--- src/hw/energy_event_map.svh ---
// Register offsets, field positions and reset values of the event flag unit.
// Included by the flag unit, its checker and the bench; holds definitions only.
`ifndef ENERGY_EVENT_MAP_SVH
`define ENERGY_EVENT_MAP_SVH

`define EV_ENABLE_LO_ADDR 8'h12
`define EV_ENABLE_HI_ADDR 8'h13
`define EV_FLAGS_LO_ADDR 8'h15
`define EV_FLAGS_HI_ADDR 8'h16

`define EV_ENABLE_LO_RST 8'h01
`define EV_ENABLE_HI_RST 8'h00
`define EV_FLAGS_LO_RST 8'h01
`define EV_FLAGS_HI_RST 8'h00
`define EV_LO_USED_MASK 8'h7F
`define EV_UNMAPPED_DATA 8'h00

`define EV_LO_DISCHARGE_TEMP 6
`define EV_LO_CHARGE_TEMP 5
`define EV_LO_SOURCES_LOW 4
`define EV_LO_OVERCHARGE 3
`define EV_LO_CHARGE_READY 2
`define EV_LO_OVERDISCHARGE 1
`define EV_LO_INTERFACE_READY 0

`define EV_HI_MONITOR_ERROR 7
`define EV_HI_MONITOR_DATA 6
`define EV_HI_TEMP_DONE 5
`define EV_HI_STORAGE_DONE 4
`define EV_HI_TRACK_DONE_SECOND 3
`define EV_HI_TRACK_START_SECOND 2
`define EV_HI_TRACK_DONE_FIRST 1
`define EV_HI_TRACK_START_FIRST 0

`endif

--- src/hw/energy_event_pkg.sv ---
// Types shared by the event flag unit and its helpers.
// Assumes nothing of its surroundings.
package energy_event_pkg;
    typedef logic [7:0] reg_addr_t;
    typedef logic [7:0] reg_data_t;
    typedef logic [7:0] event_vec_t;
endpackage

--- src/hw/energy_event_flag_unit.sv ---
// Event enable and flag registers of the power manager with the request pin.
// Assumes a serial-interface register port in front of it with single-cycle
// read and write strobes, and monitor outputs synchronous to clk_i.
`timescale 1ns/1ps
`include "energy_event_map.svh"
module energy_event_flag_unit
    import energy_event_pkg::*;
(
    input wire logic clk_i,
    input wire logic sys_rst_i,
    input wire reg_addr_t reg_addr_i,
    input wire logic reg_wr_i,
    input wire reg_data_t reg_wdata_i,
    input wire logic reg_rd_i,
    output reg_data_t reg_rdata_o,
    input wire logic discharge_cold_limit_i,
    input wire logic discharge_hot_limit_i,
    input wire logic charge_cold_limit_i,
    input wire logic charge_hot_limit_i,
    input wire logic source1_low_i,
    input wire logic source2_low_i,
    input wire logic overcharge_level_i,
    input wire logic charge_ready_level_i,
    input wire logic overdischarge_level_i,
    input wire logic interface_ready_i,
    input wire logic power_monitor_error_i,
    input wire logic power_monitor_data_i,
    input wire logic temp_conversion_done_i,
    input wire logic storage_conversion_done_i,
    input wire logic tracking_start_first_i,
    input wire logic tracking_done_first_i,
    input wire logic tracking_start_second_i,
    input wire logic tracking_done_second_i,
    output logic event_req_o
);
    function automatic logic reg_hit(input reg_addr_t addr, input reg_addr_t target);
        reg_hit = (addr == target);
    endfunction

    reg_data_t enable_lo_ff;
    reg_data_t enable_hi_ff;
    reg_data_t rdata_ff;
    logic event_req_ff;

    logic hit_enable_lo;
    logic hit_enable_hi;
    logic hit_flags_lo;
    logic hit_flags_hi;

    logic wr_enable_lo;
    logic wr_enable_hi;
    logic rd_enable_lo;
    logic rd_enable_hi;
    logic clr_flags_lo;
    logic clr_flags_hi;
    logic any_flag_lo;
    logic any_flag_hi;
    reg_data_t nxt_enable_lo;
    reg_data_t nxt_enable_hi;
    reg_data_t nxt_rdata;
    logic nxt_event_req;

    logic [8:0] level_vec;
    logic [8:0] cross_vec;
    logic [0:0] ready_pulse;
    logic [7:0] done_vec;
    logic [7:0] done_pulse;
    logic both_low;
    event_vec_t event_lo;
    event_vec_t event_hi;
    event_vec_t flags_lo;
    event_vec_t flags_hi;

    logic discharge_temp_event;
    logic charge_temp_event;
    logic sources_low_event;
    logic overcharge_event;
    logic charge_ready_event;
    logic overdischarge_event;
    logic interface_ready_event;
    logic power_monitor_error_event;
    logic power_monitor_data_event;
    logic temp_conversion_done_event;
    logic storage_conversion_done_event;
    logic tracking_done_second_event;
    logic tracking_start_second_event;
    logic tracking_done_first_event;
    logic tracking_start_first_event;

    assign hit_enable_lo = reg_hit(reg_addr_i, `EV_ENABLE_LO_ADDR);
    assign hit_enable_hi = reg_hit(reg_addr_i, `EV_ENABLE_HI_ADDR);
    assign hit_flags_lo = reg_hit(reg_addr_i, `EV_FLAGS_LO_ADDR);
    assign hit_flags_hi = reg_hit(reg_addr_i, `EV_FLAGS_HI_ADDR);
    // Strobes are decoded once and shared by the write, read and clear paths.
    assign wr_enable_lo = reg_wr_i & hit_enable_lo;
    assign wr_enable_hi = reg_wr_i & hit_enable_hi;
    assign rd_enable_lo = reg_rd_i & hit_enable_lo;
    assign rd_enable_hi = reg_rd_i & hit_enable_hi;
    assign clr_flags_lo = reg_rd_i & hit_flags_lo;
    assign clr_flags_hi = reg_rd_i & hit_flags_hi;

    // Monitor levels whose every change is a threshold crossing.
    assign both_low = source1_low_i & source2_low_i;
    assign level_vec = {discharge_cold_limit_i,
                        discharge_hot_limit_i,
                        charge_cold_limit_i,
                        charge_hot_limit_i,
                        both_low,
                        overcharge_level_i,
                        charge_ready_level_i,
                        overdischarge_level_i,
                        1'b0};

    event_crossing_detect #(
        .WIDTH(9),
        .BOTH_EDGES(1'b1)
    ) u_level_cross (
        .clk_i(clk_i),
        .sys_rst_i(sys_rst_i),
        .level_i(level_vec),
        .pulse_o(cross_vec)
    );

    // Only the rising edge of interface readiness counts; losing the
    // interface later raises nothing.
    event_crossing_detect #(
        .WIDTH(1),
        .BOTH_EDGES(1'b0)
    ) u_ready_rise (
        .clk_i(clk_i),
        .sys_rst_i(sys_rst_i),
        .level_i(interface_ready_i),
        .pulse_o(ready_pulse)
    );

    // Completion indications may be held for several cycles by their
    // sources; only the rising edge counts, so a long strobe sets one flag.
    assign done_vec = {power_monitor_error_i,
                       power_monitor_data_i,
                       temp_conversion_done_i,
                       storage_conversion_done_i,
                       tracking_done_second_i,
                       tracking_start_second_i,
                       tracking_done_first_i,
                       tracking_start_first_i};

    event_crossing_detect #(
        .WIDTH(8),
        .BOTH_EDGES(1'b0)
    ) u_done_rise (
        .clk_i(clk_i),
        .sys_rst_i(sys_rst_i),
        .level_i(done_vec),
        .pulse_o(done_pulse)
    );

    // The source-low event fires only on the way into the both-low state,
    // not when the pair recovers.
    logic both_low_prev_ff;

    always_ff @(posedge clk_i or posedge sys_rst_i) begin
        if (sys_rst_i) begin
            both_low_prev_ff <= 1'b1;
        end else begin
            both_low_prev_ff <= both_low;
        end
    end

    // Temperature and storage levels flag on either edge of their status.
    assign discharge_temp_event = cross_vec[8] | cross_vec[7];
    assign charge_temp_event = cross_vec[6] | cross_vec[5];
    assign sources_low_event = cross_vec[4] & both_low & ~both_low_prev_ff;
    assign overcharge_event = cross_vec[3];
    assign charge_ready_event = cross_vec[2];
    assign overdischarge_event = cross_vec[1];
    assign interface_ready_event = ready_pulse[0];
    assign power_monitor_error_event = done_pulse[7];
    assign power_monitor_data_event = done_pulse[6];
    assign temp_conversion_done_event = done_pulse[5];
    assign storage_conversion_done_event = done_pulse[4];
    assign tracking_done_second_event = done_pulse[3];
    assign tracking_start_second_event = done_pulse[2];
    assign tracking_done_first_event = done_pulse[1];
    assign tracking_start_first_event = done_pulse[0];

    assign event_lo[7] = 1'b0;
    assign event_lo[`EV_LO_DISCHARGE_TEMP] = discharge_temp_event;
    assign event_lo[`EV_LO_CHARGE_TEMP] = charge_temp_event;
    assign event_lo[`EV_LO_SOURCES_LOW] = sources_low_event;
    assign event_lo[`EV_LO_OVERCHARGE] = overcharge_event;
    assign event_lo[`EV_LO_CHARGE_READY] = charge_ready_event;
    assign event_lo[`EV_LO_OVERDISCHARGE] = overdischarge_event;
    assign event_lo[`EV_LO_INTERFACE_READY] = interface_ready_event;

    assign event_hi[`EV_HI_MONITOR_ERROR] = power_monitor_error_event;
    assign event_hi[`EV_HI_MONITOR_DATA] = power_monitor_data_event;
    assign event_hi[`EV_HI_TEMP_DONE] = temp_conversion_done_event;
    assign event_hi[`EV_HI_STORAGE_DONE] = storage_conversion_done_event;
    assign event_hi[`EV_HI_TRACK_DONE_SECOND] = tracking_done_second_event;
    assign event_hi[`EV_HI_TRACK_START_SECOND] = tracking_start_second_event;
    assign event_hi[`EV_HI_TRACK_DONE_FIRST] = tracking_done_first_event;
    assign event_hi[`EV_HI_TRACK_START_FIRST] = tracking_start_first_event;

    // Enables are only changed by register writes; leaving the serial
    // configuration mode does not touch them, so flags keep working.
    assign nxt_enable_lo = wr_enable_lo ?
                           (reg_wdata_i & `EV_LO_USED_MASK) : enable_lo_ff;
    assign nxt_enable_hi = wr_enable_hi ? reg_wdata_i : enable_hi_ff;

    always_ff @(posedge clk_i or posedge sys_rst_i) begin
        if (sys_rst_i) begin
            enable_lo_ff <= `EV_ENABLE_LO_RST;
        end else begin
            enable_lo_ff <= nxt_enable_lo;
        end
    end

    always_ff @(posedge clk_i or posedge sys_rst_i) begin
        if (sys_rst_i) begin
            enable_hi_ff <= `EV_ENABLE_HI_RST;
        end else begin
            enable_hi_ff <= nxt_enable_hi;
        end
    end

    event_flag_bank #(
        .RESET_VAL(`EV_FLAGS_LO_RST)
    ) u_flags_lo (
        .clk_i(clk_i),
        .sys_rst_i(sys_rst_i),
        .event_i(event_lo),
        .enable_i(enable_lo_ff),
        .clear_i(clr_flags_lo),
        .flags_o(flags_lo)
    );

    event_flag_bank #(
        .RESET_VAL(`EV_FLAGS_HI_RST)
    ) u_flags_hi (
        .clk_i(clk_i),
        .sys_rst_i(sys_rst_i),
        .event_i(event_hi),
        .enable_i(enable_hi_ff),
        .clear_i(clr_flags_hi),
        .flags_o(flags_hi)
    );

    // Read data are registered: they appear the cycle after the strobe and
    // hold until the next read. Unmapped offsets read as zero.
    assign nxt_rdata = rd_enable_lo ? enable_lo_ff :
                       rd_enable_hi ? enable_hi_ff :
                       clr_flags_lo ? flags_lo :
                       clr_flags_hi ? flags_hi :
                       reg_rd_i ? `EV_UNMAPPED_DATA :
                       rdata_ff;

    // The pin follows the flag registers one cycle late so that it comes
    // straight from a flip-flop; it therefore also drops one cycle after
    // the clearing read.
    assign any_flag_lo = |flags_lo;
    assign any_flag_hi = |flags_hi;
    assign nxt_event_req = any_flag_lo | any_flag_hi;

    always_ff @(posedge clk_i or posedge sys_rst_i) begin
        if (sys_rst_i) begin
            rdata_ff <= 8'h00;
        end else begin
            rdata_ff <= nxt_rdata;
        end
    end

    always_ff @(posedge clk_i or posedge sys_rst_i) begin
        if (sys_rst_i) begin
            event_req_ff <= 1'b1;
        end else begin
            event_req_ff <= nxt_event_req;
        end
    end

    assign reg_rdata_o = rdata_ff;
    assign event_req_o = event_req_ff;
endmodule

--- src/hw/event_crossing_detect.sv ---
// Turns monitor levels into one-cycle event pulses.
// Assumes the levels are synchronous to clk_i.
`timescale 1ns/1ps
module event_crossing_detect
    import energy_event_pkg::*;
#(
    parameter int WIDTH = 1,
    parameter bit BOTH_EDGES = 1'b1
) (
    input wire logic clk_i,
    input wire logic sys_rst_i,
    input wire logic [WIDTH-1:0] level_i,
    output logic [WIDTH-1:0] pulse_o
);
    logic [WIDTH-1:0] prev_ff;
    logic armed_ff;

    // The first sample after reset only primes the history, so a level that is
    // already set at release does not read as a crossing.
    always_ff @(posedge clk_i or posedge sys_rst_i) begin
        if (sys_rst_i) begin
            prev_ff <= '0;
            armed_ff <= 1'b0;
        end else begin
            prev_ff <= level_i;
            armed_ff <= 1'b1;
        end
    end

    genvar i;
    generate
        for (i = 0; i < WIDTH; i++) begin : g_bit
            if (BOTH_EDGES) begin : g_both
                assign pulse_o[i] = armed_ff & (level_i[i] ^ prev_ff[i]);
            end else begin : g_rise
                assign pulse_o[i] = armed_ff & level_i[i] & ~prev_ff[i];
            end
        end
    endgenerate
endmodule

--- src/hw/event_flag_bank.sv ---
// One byte of sticky event flags with enables and clear on read.
// Assumes event pulses and the clear strobe are synchronous to clk_i.
`timescale 1ns/1ps
module event_flag_bank
    import energy_event_pkg::*;
#(
    parameter event_vec_t RESET_VAL = 8'h00
) (
    input wire logic clk_i,
    input wire logic sys_rst_i,
    input wire event_vec_t event_i,
    input wire event_vec_t enable_i,
    input wire logic clear_i,
    output event_vec_t flags_o
);
    event_vec_t flags_ff;
    event_vec_t set_vec;
    event_vec_t kept_vec;
    event_vec_t nxt_flags;

    assign set_vec = event_i & enable_i;
    // A read clears exactly the value it returned; an event in the same cycle
    // still sets its bit, so nothing raised during the read is lost.
    assign kept_vec = clear_i ? 8'h00 : flags_ff;
    assign nxt_flags = kept_vec | set_vec;

    always_ff @(posedge clk_i or posedge sys_rst_i) begin
        if (sys_rst_i) begin
            flags_ff <= RESET_VAL;
        end else begin
            flags_ff <= nxt_flags;
        end
    end

    assign flags_o = flags_ff;
endmodule

--- config.mk ---
export PLATFORM = sky130hd
export DESIGN_NAME = energy_event_flag_unit
export DESIGN_NICKNAME = d
export VERILOG_FILES = /design/src/hw/energy_event_pkg.sv /design/src/hw/energy_event_flag_unit.sv /design/src/hw/event_crossing_detect.sv /design/src/hw/event_flag_bank.sv
export VERILOG_INCLUDE_DIRS = /design/src /design/src/hw
export SDC_FILE = /design/constraint.sdc
export NUM_CORES = 1
export LEC_CHECK = 0
export ABC_CLOCK_PERIOD_IN_PS = 1700
export BUFFER_PORTS_ARGS = -buffer_cell sky130_fd_sc_hd__buf_4
export CAP_MARGIN = 15
export CORE_MARGIN = 4
export CORE_UTILIZATION = 40
export CTS_BUF_LIST = sky130_fd_sc_hd__clkbuf_8
export DETAILED_ROUTE_END_ITERATION = 8
export HOLD_SLACK_MARGIN = 0.08
export MAX_ROUTING_LAYER = met4
export PLACE_DENSITY = 0.71
export SETUP_SLACK_MARGIN = 0.5
export SYNTH_ARGS = -nofsm -noshare
export SYNTH_HDL_FRONTEND = slang
export SYNTH_SLANG_ARGS = --single-unit
--- constraint.sdc ---
create_clock -name clk_i -period 1.7 [get_ports clk_i]
set_input_delay 0.085 -clock clk_i [delete_from_list [all_inputs] [get_ports clk_i]]
set_output_delay 0.085 -clock clk_i [all_outputs]
set_load 0.01 [all_outputs]
* Yosys cells after proc, flatten, opt, wreduce, memory -nomap -nowiden
Cells that the tools add are included.
** Word-level totals
- Bits in registers :: 59
- Input bits :: 38
- Output and inout bits :: 9
- Word-level logic and storage cells :: 85
** Cells by class
- Equality and inequality tests :: 4
- Multiplexer cells :: 7
- Bitwise logic cells :: 60
- Reductions and logical operators :: 3
** Operators with widths (number)
- two-way mux 8 bit :: 7
- AND 1 bit :: 35
- == test 8 x 5 -> 1 bit (second input constant) :: 4
- OR 8 bit :: 2
- OR reduction 8 bit :: 2
- inverter 1 bit :: 10
- AND 8 bit :: 1
- bitwise XOR 1 bit :: 8
- AND 7 bit :: 1
- nonzero test 5 bit :: 1
- OR 1 bit :: 3

* Longest topological paths before layout
- Word-level depth :: 7
- Mapped depth :: 5
- Mapped depth without buffers :: 3

* Hierarchy
A second synthesis with hierarchy kept.
** Unflattened totals
- Cell total of the unflattened synthesis :: 242
- Area total of the unflattened synthesis :: 2700.1 sq um
** By module, submodules not included
- energy_event_flag_unit :: instances 1, cells each 122, area an instance 1328.8 sq um, seq. area each 629.4 sq um
- event_crossing_detect at u_level_cross :: instances 1, cells each 30, area an instance 392.9 sq um, seq. area each 250.2 sq um
- event_flag_bank at u_flags_lo :: instances 1, cells each 33, area an instance 305.3 sq um, seq. area each 201.4 sq um
- event_flag_bank at u_flags_hi :: instances 1, cells each 33, area an instance 304.0 sq um, seq. area each 200.2 sq um
- event_crossing_detect at u_done_rise :: instances 1, cells each 19, area an instance 302.8 sq um, seq. area each 225.2 sq um
- event_crossing_detect at u_ready_rise :: instances 1, cells each 5, area an instance 66.3 sq um, seq. area each 50.0 sq um

* Worst setup path after synthesis
No wires, ideal clock.
- Kind :: input port to flip-flop
- From :: input reg_addr_i[5]
- To :: register enable_lo_ff[1]
- Setup time :: 125 ps
- Arrival :: 1072 ps
- Data required time :: 1575 ps
- Setup slack :: 503 ps
- Stages :: 4
- Buffers on the path :: 1
- Path through :: nor4b_4 -> and4b_1 -> buf_4 -> mux2_2
** Between the ends
- Word-level cells in the longest chain between the ends :: 2
** RTL lines
- from (decl) :: line energy_event_flag_unit.sv:11 : input wire reg_addr_t reg_addr_i,
- == test 8 x 5 -> 1 bit :: line energy_event_flag_unit.sv:37 : reg_hit = (addr == target);
- AND 1 bit :: line energy_event_flag_unit.sv:95 : assign wr_enable_lo = reg_wr_i & hit_enable_lo;
- to (signal assigned) :: line energy_event_flag_unit.sv:212 : enable_lo_ff <= `EV_ENABLE_LO_RST;
- to (signal assigned) :: line energy_event_flag_unit.sv:214 : enable_lo_ff <= nxt_enable_lo;
- to (decl) :: line energy_event_flag_unit.sv:40 : reg_data_t enable_lo_ff;
Every way passes these cells.
A chain may end at the register's enable or synchronous reset.

* Worst setup path in the final report
- From :: register u_flags_hi.flags_ff[0] (netlist: u_flags_hi.flags_o[0])
- To :: register rdata_ff[0] (netlist: reg_rdata_o[0])
** Between the ends
- Word-level cells in the longest chain between the ends :: 4
** RTL lines
- from (decl) :: line event_flag_bank.sv:16 : event_vec_t flags_ff;
- from (signal assigned) :: line event_flag_bank.sv:31 : flags_ff <= nxt_flags;
- two-way mux 8 bit :: line energy_event_flag_unit.sv:253 : clr_flags_hi ? flags_hi :
- two-way mux 8 bit :: line energy_event_flag_unit.sv:252 : clr_flags_lo ? flags_lo :
- two-way mux 8 bit :: line energy_event_flag_unit.sv:251 : rd_enable_hi ? enable_hi_ff :
- two-way mux 8 bit :: line energy_event_flag_unit.sv:250 : assign nxt_rdata = rd_enable_lo ? enable_lo_ff :
- to (signal assigned) :: line energy_event_flag_unit.sv:268 : rdata_ff <= nxt_rdata;
- to (decl) :: line energy_event_flag_unit.sv:42 : reg_data_t rdata_ff;
Every way passes these cells.

==> impl_metrics.csv <==
group,metric,value,unit
status,status,"complete, no violations",
timing,finalSetupTns,0,ns
finish,mostFrequentLayoutCell,"sky130_fd_sc_hd__dfrtp_1",
cts,cts_inserted_buffers,9,
finish,commonest_cells_after_routing_fill_and_taps_aside,"sky130_fd_sc_hd__dfrtp_1, sky130_fd_sc_hd__buf_4, sky130_fd_sc_hd__dlygate4sd3_1, sky130_fd_sc_hd__nor2b_1, sky130_fd_sc_hd__mux2_2",
placement,placement.io_buffers,46,
synthesis,synthesis.area,0.00245,mm²
critical_path,timing.critical_path.from_type,"flip-flop",
drt,antenna_left,0,
die,chipHeight,86.3,µm
power_and_ir_drop,power.net_switching,776,µW
critical_path,worst_setup_path_end_kind,"flip-flop",
cts,numClockSinks,58,
timing,period_share,0.688,
min_path,worst_hold_path.num_cells,2,
critical_path,crit_path_max_fanout,3,
drt,detailedRoute.firstIterationViolations,145,
min_path,worst_hold_path.endpoint,"reg_rdata_o[7]",
synthesis,ys_ff_latch,58,
synthesis,syn_nets,216,
placement,hpwlAfterDp,3730,µm
placement,routability_driven_placement_congestion_ratio,0.822,
cts,clock_path_buffers,2,
critical_path,critical_path_required,1.92,ns
power_and_ir_drop,p_seq_frac,0.509,
drt,drc,0,
timing,highest_clock_rate,856,MHz
cts,clk-insertion-delay-late,0.34,ns
placement,detailed_place.area,0.00291,mm²
finish,multiInputGateArea,972,µm²
power_and_ir_drop,p_leak,1.57,nW
synthesis,synth.yosys.warnings,0,
timing,number_of_max_slew_violations_in_the_final_report,0,
cts,clock_tree.htree_level_count,3,
global_route,global_route_wire_length_before_repair,8980,µm
finish,area_delta_synth_final,38.6,%
run,max_cap_viol,0,
timing,final-hold-violation-count,0,
drt,route.final.wire_length,5660,µm
timing,report.final.setup_viol,0,
global_route,grt_antenna_before_repair,0,
critical_path,critical_path.reg2reg.endpoint,"reg_rdata_o[0]",
drt,wl_per_cell,16.6,µm
critical_path,timing.critical_path.arrival,1.39,ns
die,ios,47,
cts,tritoncts,"built",
global_route,grt_overflow_total,0,
critical_path,cpPeakStageDelay,0.39,ns
min_path,worstHoldStart,"reg_rd_i",
cts,cts_setup_buffers,0,
synthesis,synthDistinctLibCells,36,
synthesis,seq_area_frac_synth,0.594,
critical_path,rr_worst_depth,3,
finish,total_nets_final,299,
power_and_ir_drop,power_per_cell_area,935,mW/mm²
power_and_ir_drop,power.internal,2.40,mW
finish,nFillCells,489,
global_route,grt_util_all_layers,0.168,
power_and_ir_drop,worst_vdd_rail_ir_drop,0.457,mV
critical_path,critical_path.startpoint,"u_flags_hi.flags_o[0]",
die,fp.dieW,86.3,µm
power_and_ir_drop,swShare,0.245,
die,full_die_area,0.00744,mm²
finish,seq_area,0.00146,mm²
cts,cts.reportedPaths.clkPinSlew,0.06,ns
critical_path,critical_path.cell_chain,"nand2b_1 > a221o_1 > a41o_1",
die,effective_utilization_at_floorplan,0.414,
critical_path,ff2ff_setup_slack,0.53,ns
timing,final.setup_skew,0.00853,ns
critical_path,critical_path_class,"flip-flop to flip-flop",
critical_path,regToRegStartpoint,"u_flags_hi.flags_o[0]",
finish,final_area,0.00339,mm²
drt,vias_per_cell,5.27,
critical_path,timing.critical_path.slowest_stage_cell,"sky130_fd_sc_hd__dfrtp_1",
die,core_region_area,0.00592,mm²
cts,cts_root_buf,"sky130_fd_sc_hd__clkbuf_8",
die,rows,28,
synthesis,mean_cell_area_of_the_mapped_netlist,13.8,µm²
synthesis,number_of_instances_in_the_synthesized_netlist,178,
drt,detail_route.first_pass.iterations,4,
global_route,grt_pass1_vias,1806,
drt,vias,1796,
power_and_ir_drop,clock_power_share,0.360,
global_route,largest_net_degree_at_the_start_of_global_routing,59,
power_and_ir_drop,pwr-share-comb,0.131,
finish,drive_gt1_frac,0.391,
finish,insertedDiodeCount,0,
timing,final.min_clock_period,1.17,ns
min_path,worstHoldPathType,"input port to flip-flop",
timing,grt_setup_unrepaired,"no",
[kinds of logic (layout without fill, tap and decap cells)]
family	Yosys count	in the layout	share of synthesized area
muxes	21	21	0.0965
AOI/OAI and AO/OA	37	37	0.130
xor gates and xnor gates	7	7	0.0250
other	1	1	0.00153
buffers and inverters	9	97	0.0194
and+or+nand+nor	45	45	0.133
DFF	58	58	0.594
[registers in the layout (all words and copies together) (netlist names), 7 cells and up]
register               flops
enable_hi_ff               8
enable_lo_ff               7
reg_rdata_o                8
u_done_rise.prev_ff        8
u_flags_hi.flags_o         8
u_flags_lo.flags_o         7
u_level_cross.prev_ff      8
[worst max-delay path: cells and delay by family, from the launching register on]
kind	cells	cell delay, ns
AOI/OAI and AO/OA	2	0.52
DFF	1	0.39
and+or+nand+nor	1	0.15
[how the worst max path moves through the flow]
stage                     depth (start not counted)              end  slack (ns)
final                                             3   reg_rdata_o[0]        0.53
after global routing                              3   reg_rdata_o[0]        0.50
after CTS                                         3   reg_rdata_o[3]        0.51
after detailed placement                          4  enable_lo_ff[5]        0.12
after global placement                            4  enable_lo_ff[1]        0.14
after floorplan                                   4  enable_lo_ff[1]        0.50
[area by class of cell]
type                    count  area share
well taps                  75      0.0276
flip-flops and latches     58       0.429
inverters                   1     0.00221
clock inverters             4     0.00516
multi-input cells         111       0.286
clock buffers              12      0.0487
repair buffers             80       0.201
[layer usage]
metal  track usage  vias to the layer above  wire length [µm]
met4        0.0637                        0                73
met2         0.252                       52              2770
met1         0.213                      896              2430
li1              -                      839                 -
met3        0.0561                        9               388
met5             -                        -                 0
[synthesized netlist by cell type]
library cell | instances | area share
sky130_fd_sc_hd__nand4_1 | 1 | 0.0026
sky130_fd_sc_hd__a221oi_1 | 6 | 0.021
sky130_fd_sc_hd__and2_1 | 1 | 0.0026
sky130_fd_sc_hd__nor3_1 | 2 | 0.0041
sky130_fd_sc_hd__buf_1 | 1 | 0.0015
sky130_fd_sc_hd__nand3b_1 | 1 | 0.0031
sky130_fd_sc_hd__and4b_1 | 1 | 0.0041
sky130_fd_sc_hd__nor2_1 | 1 | 0.0015
sky130_fd_sc_hd__and3b_1 | 2 | 0.0072
sky130_fd_sc_hd__buf_4 | 3 | 0.0092
sky130_fd_sc_hd__dfrtp_1 | 54 | 0.55
sky130_fd_sc_hd__inv_1 | 1 | 0.0015
sky130_fd_sc_hd__nand4b_1 | 1 | 0.0036
sky130_fd_sc_hd__nand4_4 | 1 | 0.0087
sky130_fd_sc_hd__o2bb2ai_1 | 6 | 0.021
sky130_fd_sc_hd__conb_1 | 1 | 0.0015
sky130_fd_sc_hd__o21ai_0 | 1 | 0.0020
sky130_fd_sc_hd__nor4_1 | 3 | 0.0077
sky130_fd_sc_hd__clkbuf_1 | 2 | 0.0031
sky130_fd_sc_hd__dfstp_2 | 4 | 0.043
sky130_fd_sc_hd__a22o_1 | 1 | 0.0036
sky130_fd_sc_hd__xnor2_1 | 4 | 0.014
sky130_fd_sc_hd__nor4b_4 | 1 | 0.0097
sky130_fd_sc_hd__nor2b_1 | 21 | 0.054
sky130_fd_sc_hd__xor2_1 | 3 | 0.011
sky130_fd_sc_hd__a21oi_1 | 6 | 0.012
sky130_fd_sc_hd__a221o_1 | 1 | 0.0041
sky130_fd_sc_hd__nor3b_2 | 1 | 0.0051
sky130_fd_sc_hd__a41o_1 | 2 | 0.0082
sky130_fd_sc_hd__nand2b_1 | 1 | 0.0026
sky130_fd_sc_hd__a32o_1 | 14 | 0.057
sky130_fd_sc_hd__nand2_1 | 5 | 0.0077
sky130_fd_sc_hd__mux2_2 | 21 | 0.097
sky130_fd_sc_hd__nand3_2 | 1 | 0.0041
sky130_fd_sc_hd__buf_2 | 2 | 0.0041
sky130_fd_sc_hd__nand4_2 | 1 | 0.0051
[repair_timing]
| action | CTS | global route |
|---|---|---|
| endpoints found under the hold margin | 88 | 0 |
| endpoints found under the setup margin | 7 | 4 |
| hold buffers | 27 | 0 |
| gates cloned | 0 | 0 |
| resized for setup | 2 | 4 |
[power groups by stage]
stage	Combinational, mW	Clock (mW)	Sequential (mW)
final	0.417	1.14	1.61
after global routing	0.459	1.23	1.63
after detailed placement	0.364	0	1.63
after global placement	0.355	0	1.63
after floorplan	0.222	0	1.60
after CTS	0.413	1.17	1.61
[per-stage QoR]
step	util	hold WS, ns	setup slack (ns)	power [mW]	cells
6_report	0.573	0.133	0.531	3.17	341
5_1_grt	0.573	0.139	0.504	3.32	341
4_1_cts	0.569	0.113	0.506	3.19	341
3_5_place_dp	0.492	0.192	0.122	2.00	298
3_3_place_gp	0.492	0.189	0.141	1.99	298
2_1_floorplan	-	0.116	0.503	1.82	178
Power figures use the tool's default switching activity.
